## config.mk

```make
export PLATFORM = sky130hd
export DESIGN_NAME = epec_top
export DESIGN_NICKNAME = d
export VERILOG_FILES = /design/src/epec_pkg.sv /design/src/epec_counter.sv /design/src/epec_irq.sv /design/src/epec_top.sv
export SDC_FILE = /design/constraint.sdc
export NUM_CORES = 1
export LEC_CHECK = 0
export BUFFER_PORTS_ARGS = -buffer_cell sky130_fd_sc_hd__buf_4
export CAP_MARGIN = 15
export CORE_ASPECT_RATIO = 0.5
export CORE_MARGIN = 2
export CORE_UTILIZATION = 31
export DETAILED_ROUTE_END_ITERATION = 16
export PLACE_DENSITY_LB_ADDON = 0.15
export SLEW_MARGIN = 20
export SYNTH_ARGS = -nofsm -noshare
export SYNTH_HDL_FRONTEND = slang
export SYNTH_SLANG_ARGS = --single-unit
```

## constraint.sdc

```tcl
create_clock -name aclk -period 4.21 [get_ports aclk]
set_clock_uncertainty 0.1 [all_clocks]
set_input_delay 0.2105 -clock aclk [delete_from_list [all_inputs] [get_ports aclk]]
set_output_delay 0.2105 -clock aclk [all_outputs]
set_load 0.05 [all_outputs]
```

## src/epec_pkg.sv

```systemverilog
/*
  Shared constants and types of the E1 performance-monitor counter bank.
  Assumes a 32-bit AXI4-Lite register bus and event pulses on aclk.
*/
package epec_pkg;

  // ---------------------------------------------------------------
  // Register indices (byte address is four times the index)
  // ---------------------------------------------------------------
  localparam logic [11:0] IDX_PRBS_HIGH = 12'h90d;
  localparam logic [11:0] IDX_PRBS_LOW = 12'h90e;
  localparam logic [11:0] IDX_SLIP = 12'h90f;
  localparam logic [11:0] IDX_ZERO_HIGH = 12'h910;
  localparam logic [11:0] IDX_ZERO_LOW = 12'h911;
  localparam logic [11:0] IDX_FCS2 = 12'h91c;
  localparam logic [11:0] IDX_IRQ_STATUS = 12'h920;
  localparam logic [11:0] IDX_IRQ_MASK = 12'h921;

  // ---------------------------------------------------------------
  // Widths and reset values
  // ---------------------------------------------------------------
  localparam int WIDE_COUNT = 16;
  localparam int NARROW_COUNT = 8;
  localparam int NUM_EVENTS = 4;
  localparam logic [7:0] COUNT_RESET = 8'h00;
  localparam logic [3:0] IRQ_STATUS_RESET = 4'h0;
  localparam logic [3:0] IRQ_MASK_RESET = 4'h0;

  // Status bit positions
  localparam int EV_PRBS = 0;
  localparam int EV_SLIP = 1;
  localparam int EV_ZERO = 2;
  localparam int EV_FCS2 = 3;

  // AXI responses
  localparam logic [1:0] RESP_OKAY = 2'h0;
  localparam logic [1:0] RESP_SLVERR = 2'h2;

  // ---------------------------------------------------------------
  // Types
  // ---------------------------------------------------------------
  typedef struct packed {
    logic prbs_error;
    logic slip_repeat;
    logic slip_drop;
    logic zero_violation;
    logic fcs2_error;
  } epec_events_t;

  typedef enum logic [8:0] {
    REG_NONE = 9'h001,
    REG_PRBS_HIGH = 9'h002,
    REG_PRBS_LOW = 9'h004,
    REG_SLIP = 9'h008,
    REG_ZERO_HIGH = 9'h010,
    REG_ZERO_LOW = 9'h020,
    REG_FCS2 = 9'h040,
    REG_IRQ_STATUS = 9'h080,
    REG_IRQ_MASK = 9'h100
  } epec_reg_t;

endpackage

```

## src/epec_counter.sv

```systemverilog
/*
  One clear-on-read event counter, 8 or 16 bits wide.
  Assumes read strobes are one-cycle pulses from the bus slave.
*/
`timescale 1ns/10ps
module epec_counter #(
  parameter int WIDTH = 16
) (
  // Clock and reset
  input wire logic aclk,
  input wire logic aresetn,
  // Event and read strobes
  input wire logic inc,
  input wire logic rd_high,
  input wire logic rd_low,
  // Byte views
  output logic [7:0] high_byte,
  output logic [7:0] low_byte
);
  import epec_pkg::*;

  generate
    if (WIDTH > NARROW_COUNT) begin : g_wide
      logic [WIDTH-1:0] count;
      logic [WIDTH-1:0] snap;
      logic armed;
      logic [WIDTH-1:0] inc_ext;

      assign inc_ext = {{(WIDTH-1){1'b0}}, inc};

      always_ff @(posedge aclk) begin
        if (!aresetn) begin
          count <= '0; // [RQ11]
          snap <= '0;
          armed <= 1'b0;
        end else if (rd_low && armed) begin
          // Remove only what was reported; events during the read survive
          count <= count - snap + inc_ext; // [RQ4] [RQ12]
          armed <= 1'b0;
        end else if (rd_high) begin
          snap <= count; // [RQ12]
          armed <= 1'b1;
          count <= count + inc_ext; // [RQ1] [RQ7]
        end else begin
          count <= count + inc_ext; // [RQ1] [RQ7]
        end
      end

      // Lower byte comes from the snapshot once the upper byte was read
      assign high_byte = count[15:8]; // [RQ2] [RQ8]
      assign low_byte = armed ? snap[7:0] : count[7:0]; // [RQ9] [RQ3]
    end else begin : g_narrow
      logic [7:0] count;

      always_ff @(posedge aclk) begin
        if (!aresetn) begin
          count <= COUNT_RESET; // [RQ11]
        end else if (rd_low) begin
          count <= {7'h00, inc}; // [RQ5] [RQ10]
        end else begin
          count <= count + {7'h00, inc}; // [RQ5] [RQ10]
        end
      end

      assign high_byte = 8'h00;
      assign low_byte = count;
    end
  endgenerate

endmodule

```

## src/epec_irq.sv

```systemverilog
/*
  Sticky event status with write-one-to-clear, mask and interrupt level.
  Assumes clear and mask writes are one-cycle strobes.
*/
`timescale 1ns/10ps
module epec_irq #(
  parameter int N = 4
) (
  // Clock and reset
  input wire logic aclk,
  input wire logic aresetn,
  // Events
  input wire logic [N-1:0] events,
  // Software access
  input wire logic clear_wr,
  input wire logic [N-1:0] clear_bits,
  input wire logic mask_wr,
  input wire logic [N-1:0] mask_bits,
  // State
  output logic [N-1:0] status,
  output logic [N-1:0] mask,
  output logic irq
);
  import epec_pkg::*;

  always_ff @(posedge aclk) begin
    if (!aresetn) begin
      status <= '0;
    end else begin
      // Set wins over a clear in the same cycle
      status <= (status & ~(clear_wr ? clear_bits : '0)) | events;
    end
  end

  always_ff @(posedge aclk) begin
    if (!aresetn) begin
      mask <= '0;
    end else if (mask_wr) begin
      mask <= mask_bits;
    end
  end

  assign irq = |(status & mask);

endmodule

```

## src/epec_top.sv

```systemverilog
/*
  E1 performance-monitor counter bank behind an AXI4-Lite slave.
  Assumes event pulses are one aclk cycle wide and come from logic on aclk.
*/
// Our own choice: register access over AXI4-Lite.
`timescale 1ns/10ps
// Notes on behaviour
// RQ1: 16-bit PRBS error count, low byte clears
// RQ2: PRBS count upper byte in own register
// RQ3: Software reads upper byte before lower byte
// RQ4: Upper then lower read clears the count
// RQ5: 8-bit clear-on-read transmit slip counter
// RQ6: Frame repeat or drop counts one slip
// RQ7: 16-bit clear-on-read zero violation count
// RQ8: Zero violation upper byte holds bits 15..8
// RQ9: Lower byte registers hold bits 7..0
// RQ10: 8-bit clear-on-read LAPD 2 FCS errors
// RQ11: All counters zero after reset
// RQ12: Upper read snapshots low byte, keeps events
module epec_top #(
  parameter int ADDR_W = 14
) (
  // Clock and reset
  input wire logic aclk,
  input wire logic aresetn,
  // Write address channel
  input wire logic awvalid,
  output logic awready,
  input wire logic [ADDR_W-1:0] awaddr,
  input wire logic [2:0] awprot,
  // Write data channel
  input wire logic wvalid,
  output logic wready,
  input wire logic [31:0] wdata,
  input wire logic [3:0] wstrb,
  // Write response channel
  output logic bvalid,
  input wire logic bready,
  output logic [1:0] bresp,
  // Read address channel
  input wire logic arvalid,
  output logic arready,
  input wire logic [ADDR_W-1:0] araddr,
  input wire logic [2:0] arprot,
  // Read data channel
  output logic rvalid,
  input wire logic rready,
  output logic [31:0] rdata,
  output logic [1:0] rresp,
  // Event pulses from framer, slip buffer and LAPD controller
  input wire epec_pkg::epec_events_t events,
  // Interrupt
  output logic irq
);
  import epec_pkg::*;

  // ---------------------------------------------------------------
  // Address decode
  // ---------------------------------------------------------------
  function automatic epec_reg_t decode(input logic [ADDR_W-1:0] addr);
    logic [11:0] idx;
    idx = 12'(addr >> 2);
    if (addr[1:0] != 2'h0) begin
      decode = REG_NONE;
    end else begin
      case (idx)
        IDX_PRBS_HIGH: decode = REG_PRBS_HIGH;
        IDX_PRBS_LOW: decode = REG_PRBS_LOW;
        IDX_SLIP: decode = REG_SLIP;
        IDX_ZERO_HIGH: decode = REG_ZERO_HIGH;
        IDX_ZERO_LOW: decode = REG_ZERO_LOW;
        IDX_FCS2: decode = REG_FCS2;
        IDX_IRQ_STATUS: decode = REG_IRQ_STATUS;
        IDX_IRQ_MASK: decode = REG_IRQ_MASK;
        default: decode = REG_NONE;
      endcase
    end
  endfunction

  // ---------------------------------------------------------------
  // Event conditioning
  // ---------------------------------------------------------------
  logic slip_event;
  logic [NUM_EVENTS-1:0] ev_vec;

  // A repeated or a dropped frame is one slip; both in the same cycle count as one
  assign slip_event = events.slip_repeat | events.slip_drop; // [RQ6]

  always_comb begin
    ev_vec = '0;
    ev_vec[EV_PRBS] = events.prbs_error;
    ev_vec[EV_SLIP] = slip_event;
    ev_vec[EV_ZERO] = events.zero_violation;
    ev_vec[EV_FCS2] = events.fcs2_error;
  end

  // ---------------------------------------------------------------
  // Read channel
  // ---------------------------------------------------------------
  logic rd_take;
  epec_reg_t rd_sel;

  assign arready = !rvalid;
  assign rd_take = arvalid && arready;
  assign rd_sel = rd_take ? decode(araddr) : REG_NONE;

  // Counter read strobes, each one cycle at the address handshake
  logic rd_prbs_high;
  logic rd_prbs_low;
  logic rd_slip;
  logic rd_zero_high;
  logic rd_zero_low;
  logic rd_fcs2;

  assign rd_prbs_high = (rd_sel == REG_PRBS_HIGH);
  assign rd_prbs_low = (rd_sel == REG_PRBS_LOW);
  assign rd_slip = (rd_sel == REG_SLIP);
  assign rd_zero_high = (rd_sel == REG_ZERO_HIGH);
  assign rd_zero_low = (rd_sel == REG_ZERO_LOW);
  assign rd_fcs2 = (rd_sel == REG_FCS2);

  // ---------------------------------------------------------------
  // Counters
  // ---------------------------------------------------------------
  logic [7:0] prbs_hi;
  logic [7:0] prbs_lo;
  logic [7:0] zero_hi;
  logic [7:0] zero_lo;
  logic [7:0] slip_lo;
  logic [7:0] fcs2_lo;

  epec_counter #(.WIDTH(WIDE_COUNT)) u_prbs (
    .aclk(aclk),
    .aresetn(aresetn),
    .inc(events.prbs_error), // [RQ1]
    .rd_high(rd_prbs_high), // [RQ2]
    .rd_low(rd_prbs_low),
    .high_byte(prbs_hi),
    .low_byte(prbs_lo)
  );

  epec_counter #(.WIDTH(WIDE_COUNT)) u_zero (
    .aclk(aclk),
    .aresetn(aresetn),
    .inc(events.zero_violation), // [RQ7]
    .rd_high(rd_zero_high),
    .rd_low(rd_zero_low),
    .high_byte(zero_hi),
    .low_byte(zero_lo)
  );

  epec_counter #(.WIDTH(NARROW_COUNT)) u_slip (
    .aclk(aclk),
    .aresetn(aresetn),
    .inc(slip_event), // [RQ5]
    .rd_high(1'b0),
    .rd_low(rd_slip),
    .high_byte(),
    .low_byte(slip_lo)
  );

  epec_counter #(.WIDTH(NARROW_COUNT)) u_fcs2 (
    .aclk(aclk),
    .aresetn(aresetn),
    .inc(events.fcs2_error), // [RQ10]
    .rd_high(1'b0),
    .rd_low(rd_fcs2),
    .high_byte(),
    .low_byte(fcs2_lo)
  );

  // ---------------------------------------------------------------
  // Write channel
  // ---------------------------------------------------------------
  logic aw_held;
  logic w_held;
  logic [ADDR_W-1:0] aw_addr_q;
  logic [31:0] w_data_q;
  logic [3:0] w_strb_q;
  logic wr_fire;
  epec_reg_t wr_sel;

  // Address and data are taken in either order, one write at a time
  assign awready = !aw_held && !bvalid;
  assign wready = !w_held && !bvalid;
  assign wr_fire = aw_held && w_held && !bvalid;
  assign wr_sel = wr_fire ? decode(aw_addr_q) : REG_NONE;

  always_ff @(posedge aclk) begin
    if (!aresetn) begin
      aw_held <= 1'b0;
      aw_addr_q <= '0;
    end else if (awvalid && awready) begin
      aw_held <= 1'b1;
      aw_addr_q <= awaddr;
    end else if (wr_fire) begin
      aw_held <= 1'b0;
    end
  end

  always_ff @(posedge aclk) begin
    if (!aresetn) begin
      w_held <= 1'b0;
      w_data_q <= '0;
      w_strb_q <= '0;
    end else if (wvalid && wready) begin
      w_held <= 1'b1;
      w_data_q <= wdata;
      w_strb_q <= wstrb;
    end else if (wr_fire) begin
      w_held <= 1'b0;
    end
  end

  // Counters ignore writes; only status and mask are writable
  always_ff @(posedge aclk) begin
    if (!aresetn) begin
      bvalid <= 1'b0;
      bresp <= RESP_OKAY;
    end else if (wr_fire) begin
      bvalid <= 1'b1;
      bresp <= (wr_sel == REG_NONE) ? RESP_SLVERR : RESP_OKAY;
    end else if (bready) begin
      bvalid <= 1'b0;
    end
  end

  // ---------------------------------------------------------------
  // Interrupt status and mask
  // ---------------------------------------------------------------
  logic [NUM_EVENTS-1:0] irq_status;
  logic [NUM_EVENTS-1:0] irq_mask;
  logic byte0_wr;

  assign byte0_wr = w_strb_q[0];

  epec_irq #(.N(NUM_EVENTS)) u_irq (
    .aclk(aclk),
    .aresetn(aresetn),
    .events(ev_vec),
    .clear_wr((wr_sel == REG_IRQ_STATUS) && byte0_wr),
    .clear_bits(w_data_q[NUM_EVENTS-1:0]),
    .mask_wr((wr_sel == REG_IRQ_MASK) && byte0_wr),
    .mask_bits(w_data_q[NUM_EVENTS-1:0]),
    .status(irq_status),
    .mask(irq_mask),
    .irq(irq)
  );

  // ---------------------------------------------------------------
  // Read data
  // ---------------------------------------------------------------
  logic [7:0] rd_byte;

  always_comb begin
    case (rd_sel)
      REG_PRBS_HIGH: rd_byte = prbs_hi; // [RQ2]
      REG_PRBS_LOW: rd_byte = prbs_lo; // [RQ9]
      REG_SLIP: rd_byte = slip_lo;
      REG_ZERO_HIGH: rd_byte = zero_hi; // [RQ8]
      REG_ZERO_LOW: rd_byte = zero_lo; // [RQ9]
      REG_FCS2: rd_byte = fcs2_lo;
      REG_IRQ_STATUS: rd_byte = {4'h0, irq_status};
      REG_IRQ_MASK: rd_byte = {4'h0, irq_mask};
      default: rd_byte = 8'h00;
    endcase
  end

  // Byte registers sit in the low lane; upper bits read as zero
  always_ff @(posedge aclk) begin
    if (!aresetn) begin
      rvalid <= 1'b0;
      rdata <= '0;
      rresp <= RESP_OKAY;
    end else if (rd_take) begin
      rvalid <= 1'b1;
      rdata <= {24'h000000, rd_byte};
      rresp <= (rd_sel == REG_NONE) ? RESP_SLVERR : RESP_OKAY;
    end else if (rready) begin
      rvalid <= 1'b0;
    end
  end

endmodule

```

## Yosys cells after proc, flatten, opt, wreduce, memory -nomap -nowiden

Cells that the tools add are included.

| storage, ports and cells | value |
|---|---|
| flip-flop bits (word level) | 125 |
| input port bits | 82 |
| output and inout bits | 42 |
| logic and storage cells | 117 |

| cells by class | value |
|---|---|
| add/sub/neg operators | 8 |
| equal/unequal tests | 28 |
| multiplexer cells | 23 |
| bitwise logic cells | 8 |
| reductions and logical operators | 28 |

Operator list:

| kind | number |
|---|---|
| equality test 12 bit (second input constant) | 16 |
| case mux 9 bit (8 select lines) | 2 |
| adder 16 x 1 -> 16 bit | 4 |
| case mux 8 bit (8 select lines) | 1 |
| two-way mux 9 bit | 4 |
| two-way mux 16 bit | 2 |
| subtractor 16 bit | 2 |
| equality test 9 x 1 -> 1 bit (second input constant) | 2 |
| equality test 9 x 8 -> 1 bit (second input constant) | 2 |
| equality test 9 bit (second input constant) | 2 |
| adder 8 x 1 -> 8 bit | 2 |
| two-way mux 8 bit | 2 |
| nonzero test 2 bit | 6 |
| logical AND 1 bit | 11 |
| equality test 9 x 2 -> 1 bit (second input constant) | 1 |
| equality test 9 x 3 -> 1 bit (second input constant) | 1 |
| equality test 9 x 4 -> 1 bit (second input constant) | 1 |
| equality test 9 x 5 -> 1 bit (second input constant) | 1 |
| equality test 9 x 6 -> 1 bit (second input constant) | 1 |
| equality test 9 x 7 -> 1 bit (second input constant) | 1 |
| two-way mux 1 bit | 9 |
| AND 4 bit | 2 |
| OR reduction 2 bit | 4 |
| logical NOT 1 bit | 4 |
| other kinds (8) | 12 |

## Logic depth before layout (Yosys ltp)

| logic depth | value |
|---|---|
| depth after elaboration | 10 |
| mapped depth | 13 |

## Cells and area by module

A second synthesis with hierarchy kept.

| second synthesis, totals | value |
|---|---|
| cell total of the unflattened synthesis | 1010 |
| area, all modules | 8246.7 um2 |

By module, submodules not included:

| module | times used | cells an instance | area an instance (um2) | seq. area each (um2) |
|---|---|---|---|---|
| epec_counter (u_prbs) | 1 | 318 | 2603.7 | 660.6 |
| epec_counter (u_zero) | 1 | 324 | 2486.1 | 660.6 |
| epec_top | 1 | 246 | 2010.7 | 660.6 |
| epec_counter (u_fcs2 ...) | 2 | 45 | 415.4 | 160.2 |
| epec_irq | 1 | 32 | 315.3 | 160.2 |

## Worst setup path after synthesis

OpenSTA, ideal clock, no wires.

| timing | value |
|---|---|
| path kind | reg2reg |
| start point | reg u_prbs.g_wide.count[0] |
| end point | reg u_prbs.g_wide.count[14] |
| arrival | 2.443 ns |
| data required time | 4.040 ns |
| slack | 1.597 ns |
| cell stages (with the launch flop) | 14 |
| path buffers | 0 |
| clock period less this slack | 2.613 ns |
| cells stage by stage | dfxtp_1 inv_1 ha_1 inv_1 ha_1 inv_1 fa_1 nand2b_1 a211oi_1 o211ai_1 o21ai_0 a41oi_1 xor2_1 a21oi_1 |

| on the way | value |
|---|---|
| longest elaborated chain between the ends | 3 |
| elaborated cells on any way between the ends | 4 |
| those cells by class | add/sub: 3; mux: 1 |

RTL lines:

| element | line | RTL |
|---|---|---|
| start, declared | epec_counter.sv:24 | `logic [WIDTH-1:0] count;` |
| start signal, assigned | epec_counter.sv:38 | `count <= count - snap + inc_ext;` |
| start signal, assigned | epec_counter.sv:43 | `count <= count + inc_ext;` |
| start signal, assigned | epec_counter.sv:45 | `count <= count + inc_ext;` |
| subtractor 16 bit | epec_counter.sv:38 |  |
| adder 16 x 1 -> 16 bit | epec_counter.sv:38 |  |
| two-way mux 16 bit (*) | epec_counter.sv:36 | `end else if (rd_low && armed) begin` |

Mark *: on every way between the ends. The rest lies on a longest branch, timed or not.
A chain may end at the register's enable or synchronous reset.

## Worst setup path in the final report

Ends and elaborated chain as after synthesis.

==> impl_results.md <==
- I/O pins: 124
- Setup TNS after final layout: 0 ps
- Fin. max-slew vios: 0
- Syn Area/Cell: 8.02 um2
- Post-synthesis cell area: 0.00771 mm2
- Unrepaired setup endpoints after global routing: no
- Setup WS pre-CTS: 1010 ps
- Worst Setup End Kind: flip-flop
- Fraction of registers with async set/reset: 0%
- Post-DP Area: 0.00834 mm2
- Gr usage total: 16.4%
- Net switching power: 864 uW
- Comb power frac: 12.6%
- Core Footprint: 0.0242 mm2
- WL/cell: 14.8 um
- Final Cell Area: 0.00916 mm2
- H-tree levels: 4
- Tightest Hold Check Type: in2reg
- CTS tree: done
- Die Ht: 115 um
- Max capacitance violation total: 0
- Die Width: 227 um
- Maximum vdd drop: 281 uV
- Final worst-path cycle share: 76.3%
- Endpoints failing hold: 0
- Vias: 6674
- CTS Buffer Depth: 2
- Gr ovfl total: 0
- First-pass GRT wire length: 33.7 mm
- Sinks on Clock Net: 123
- Post-route setup slack: 996 ps
- Post-Route WL: 20.5 mm
- Slowest CP cell: o21ai_0
- Postcts setup bufs: 0
- Top area cells in the synthesized netlist: dfxtp_1 (32%), ha_1 (11%), nand2_1 (7.3%), a21oi_1 (6.0%), nor2_1 (4.4%)
- Initial antenna violation count: 0
- Largest net degree at the start of global routing: 69
- Internal power: 2180 uW
- Crit path cell chain: inv_1 > ha_1 > inv_1 > ha_1 > inv_1 > fa_1 > nand2b_1 > a211oi_1 > o211ai_1 > o21ai_0 > a41oi_1 > xor2_1 > a21oi_1
- Status: finished, final reports clean
- Sequential area share after synthesis: 31.9%
- Post-detail-place hpwl: 14.9 mm
- Crit path max fanout: 4
- Drt pass-1 iters: 8
- Cell count after placement: 1324
- Switching portion of total power: 28.4%
- Crit path DAT: 3460 ps
- Root Driver: clkbuf_16
- Pwr Density: 332 mW/mm2
- Avg Vias per Cell: 4.83
- PortBufs: 60
- Proportion of layout cells with a drive suffix above 1: 10.9%
- Area growth syn-to-layout: 18.9%
- Leakage power: 0.00353 uW
- Synth area leader: dfxtp_1
- CP max stage delay: 400 ps
- Initial core utilization: 31.8%
- Seq pwr share: 40.1%
- Post-route DRC violation count: 0
- Clock network fraction of design power: 47.4%
- Fin crit period: 3210 ps
- Net count, final: 1184
- Gpl congestion: 0.788
- Max Clock Freq: 0.311 GHz
- N_diodes: 0
- Synthesized flop and latch total: 123
- Mapped Cells: 961
- Vias in the first global route: 6385
- FF-to-FF setup slack: 1000 ps
- Post-route ant nets: 0
- Yosys Warn Count: 0
- Most used cell, CP: inv_1
- EDFF count, synth: 0
- Top-area cell type share of the netlist area: 31.9%
- Slew of the pin with the lowest slew margin: 991 ps
- Worst Path Class, Setup: reg2reg
- CP Launch Type: flip-flop
- Buf/Inv on CP: 3
- Clock latency on the worst-skew pair: 420 ps
- Iter 0 DRT Violations: 409
- Worst path top cell family by delay: compound AO/OA/AOI/OAI gates
- CTS clock-pin slew for the worst setup and hold paths: 60 ps
- Slew headroom: 33.9%
- Die area: 0.0262 mm2
- Dominant synthesized flop cell: dfxtp_1
- Final setup viols: 0
- Req. time, crit path: 4450 ps
- Final std cells w/o fill: 1381
- Synth cell types: 70
- CTS resizes: 0
- Row Count: 40
- Total CTS buffers: 17
-- cells by family after synthesis --
| family | synth area share [%] |
|---|---|
| AOI/OAI and AO/OA | 16.9 |
| xor gates and xnor gates | 7.27 |
| adders and majority gates | 11.6 |
| DFF | 31.9 |
| muxes | 3.47 |
| buffers and inverters | 6.79 |
| and+or+nand+nor | 22.0 |
| other | 0.0487 |
-- layout by cell type, fill, tap and decap left out, types with 3 or more instances in the layout --
cell / count
nand2b_1: 7
a222oi_1: 6
o22ai_1: 7
nand3_1: 40
dlygate4sd3_1: 25
inv_6: 6
xor2_1: 37
a211oi_1: 15
dfxtp_1: 123
a31oi_1: 5
clkinv_4: 3
nand4_1: 9
and3_1: 14
nor2b_1: 5
clkbuf_16: 17
xnor2_1: 27
mux2_2: 6
a32oi_1: 4
conb_1: 26
a21o_1: 8
nor3b_1: 3
nand3b_1: 3
nand2_1: 149
mux2i_1: 20
nor3_1: 11
nor2_1: 91
buf_4: 62
inv_1: 46
or3_1: 3
and4_1: 3
o211ai_1: 15
o21ai_0: 29
a21oi_1: 93
ha_1: 68
o21bai_1: 3
and2_1: 4
a211oi_2: 3
-- worst register-to-register path, cell delays in order, from the launching register on --
cell	delay, ps
dfxtp_1	370
inv_1	60
ha_1	260
inv_1	60
ha_1	210
inv_1	70
fa_1	370
nand2b_1	200
a211oi_1	380
o211ai_1	150
o21ai_0	400
a41oi_1	190
xor2_1	170
a21oi_1	170
-- per-layer routing --
metal | global-route usage, % | part of all wire (%)
met1 | 22.6 | 50
met2 | 27.0 | 46
met3 | 2.74 | 3.3
met4 | 4.18 | 0.66
met5 | 0 | 0
-- synth_stat cells (all sizes together) (4+ instances only) --
cell type  instances
nor3              11
a32oi              4
o21ai             30
mux2               6
dfxtp            123
nand2b             7
nand3             40
a211oi            18
o22ai              7
mux2i             20
xor2              37
a31oi              5
a21oi             93
nand4             11
a21o               8
buf               38
a222oi             6
ha                68
nand2            149
nor2b              5
nor2              92
nor3b              5
and3              14
clkbuf            22
xnor2             27
inv               46
and2               7
o211ai            15
-- per-stage QoR --
step | util, % | total power [uW] | hold WS [ps]
6_report | 37.8 | 3040 | 45.8
5_1_grt | 37.8 | 3180 | 68.2
4_1_cts | 37.8 | 3080 | 35.7
3_5_place_dp | 34.4 | 1610 | 306
3_3_place_gp | 34.4 | 1610 | 296
2_1_floorplan | - | 1520 | 210
-- state kept, by name, indices dropped and copies added (netlist names), 4 cells and up --
| signal | cells |
|---|---|
| aw_addr_q | 14 |
| u_fcs2.low_byte | 8 |
| w_data_q | 4 |
| u_irq.status | 4 |
| u_slip.low_byte | 8 |
| u_irq.mask | 4 |
| rdata | 8 |
| u_prbs.g_wide.count | 16 |
| u_zero.g_wide.count | 16 |
| u_prbs.g_wide.snap | 16 |
| u_zero.g_wide.snap | 16 |
-- worst paths after layout --
kind	startpoint	endpoint	cells past startpoint
min reg2reg	aw_addr_q[10]	aw_addr_q[10]	2
max reg2reg	u_prbs.g_wide.count[0]	u_prbs.g_wide.count[14]	13
min	events[2]	u_irq.status[1]	4
max	u_prbs.g_wide.count[0]	u_prbs.g_wide.count[14]	13
-- power groups by stage --
| stage | clock network [uW] | logic [uW] | registers (uW) |
|---|---|---|---|
| 6_report | 1440 | 382 | 1220 |
| 5_1_grt | 1530 | 425 | 1220 |
| 4_1_cts | 1480 | 385 | 1220 |
| 3_5_place_dp | 0 | 364 | 1240 |
| 3_3_place_gp | 0 | 362 | 1240 |
| 2_1_floorplan | 0 | 279 | 1250 |
-- layout make-up --
type                            instances  area [um2]
Clock buffer                           18         439
Clock inverter                         14         134
Fill cell                            2518       15100
Inverter                               47         176
Multi-Input combinational cell        756        4820
Sequential cell                       123        2460
Tap cell                              336         420
Timing Repair Buffer                   87         716
-- what timing repair did --
action | in CTS | in global routing
setup endpoints to repair | 0 | 0
hold buffers | 25 | 0
endpoints found under the hold margin | 25 | 0
No activity file was read; power rests on OpenSTA's default activity.
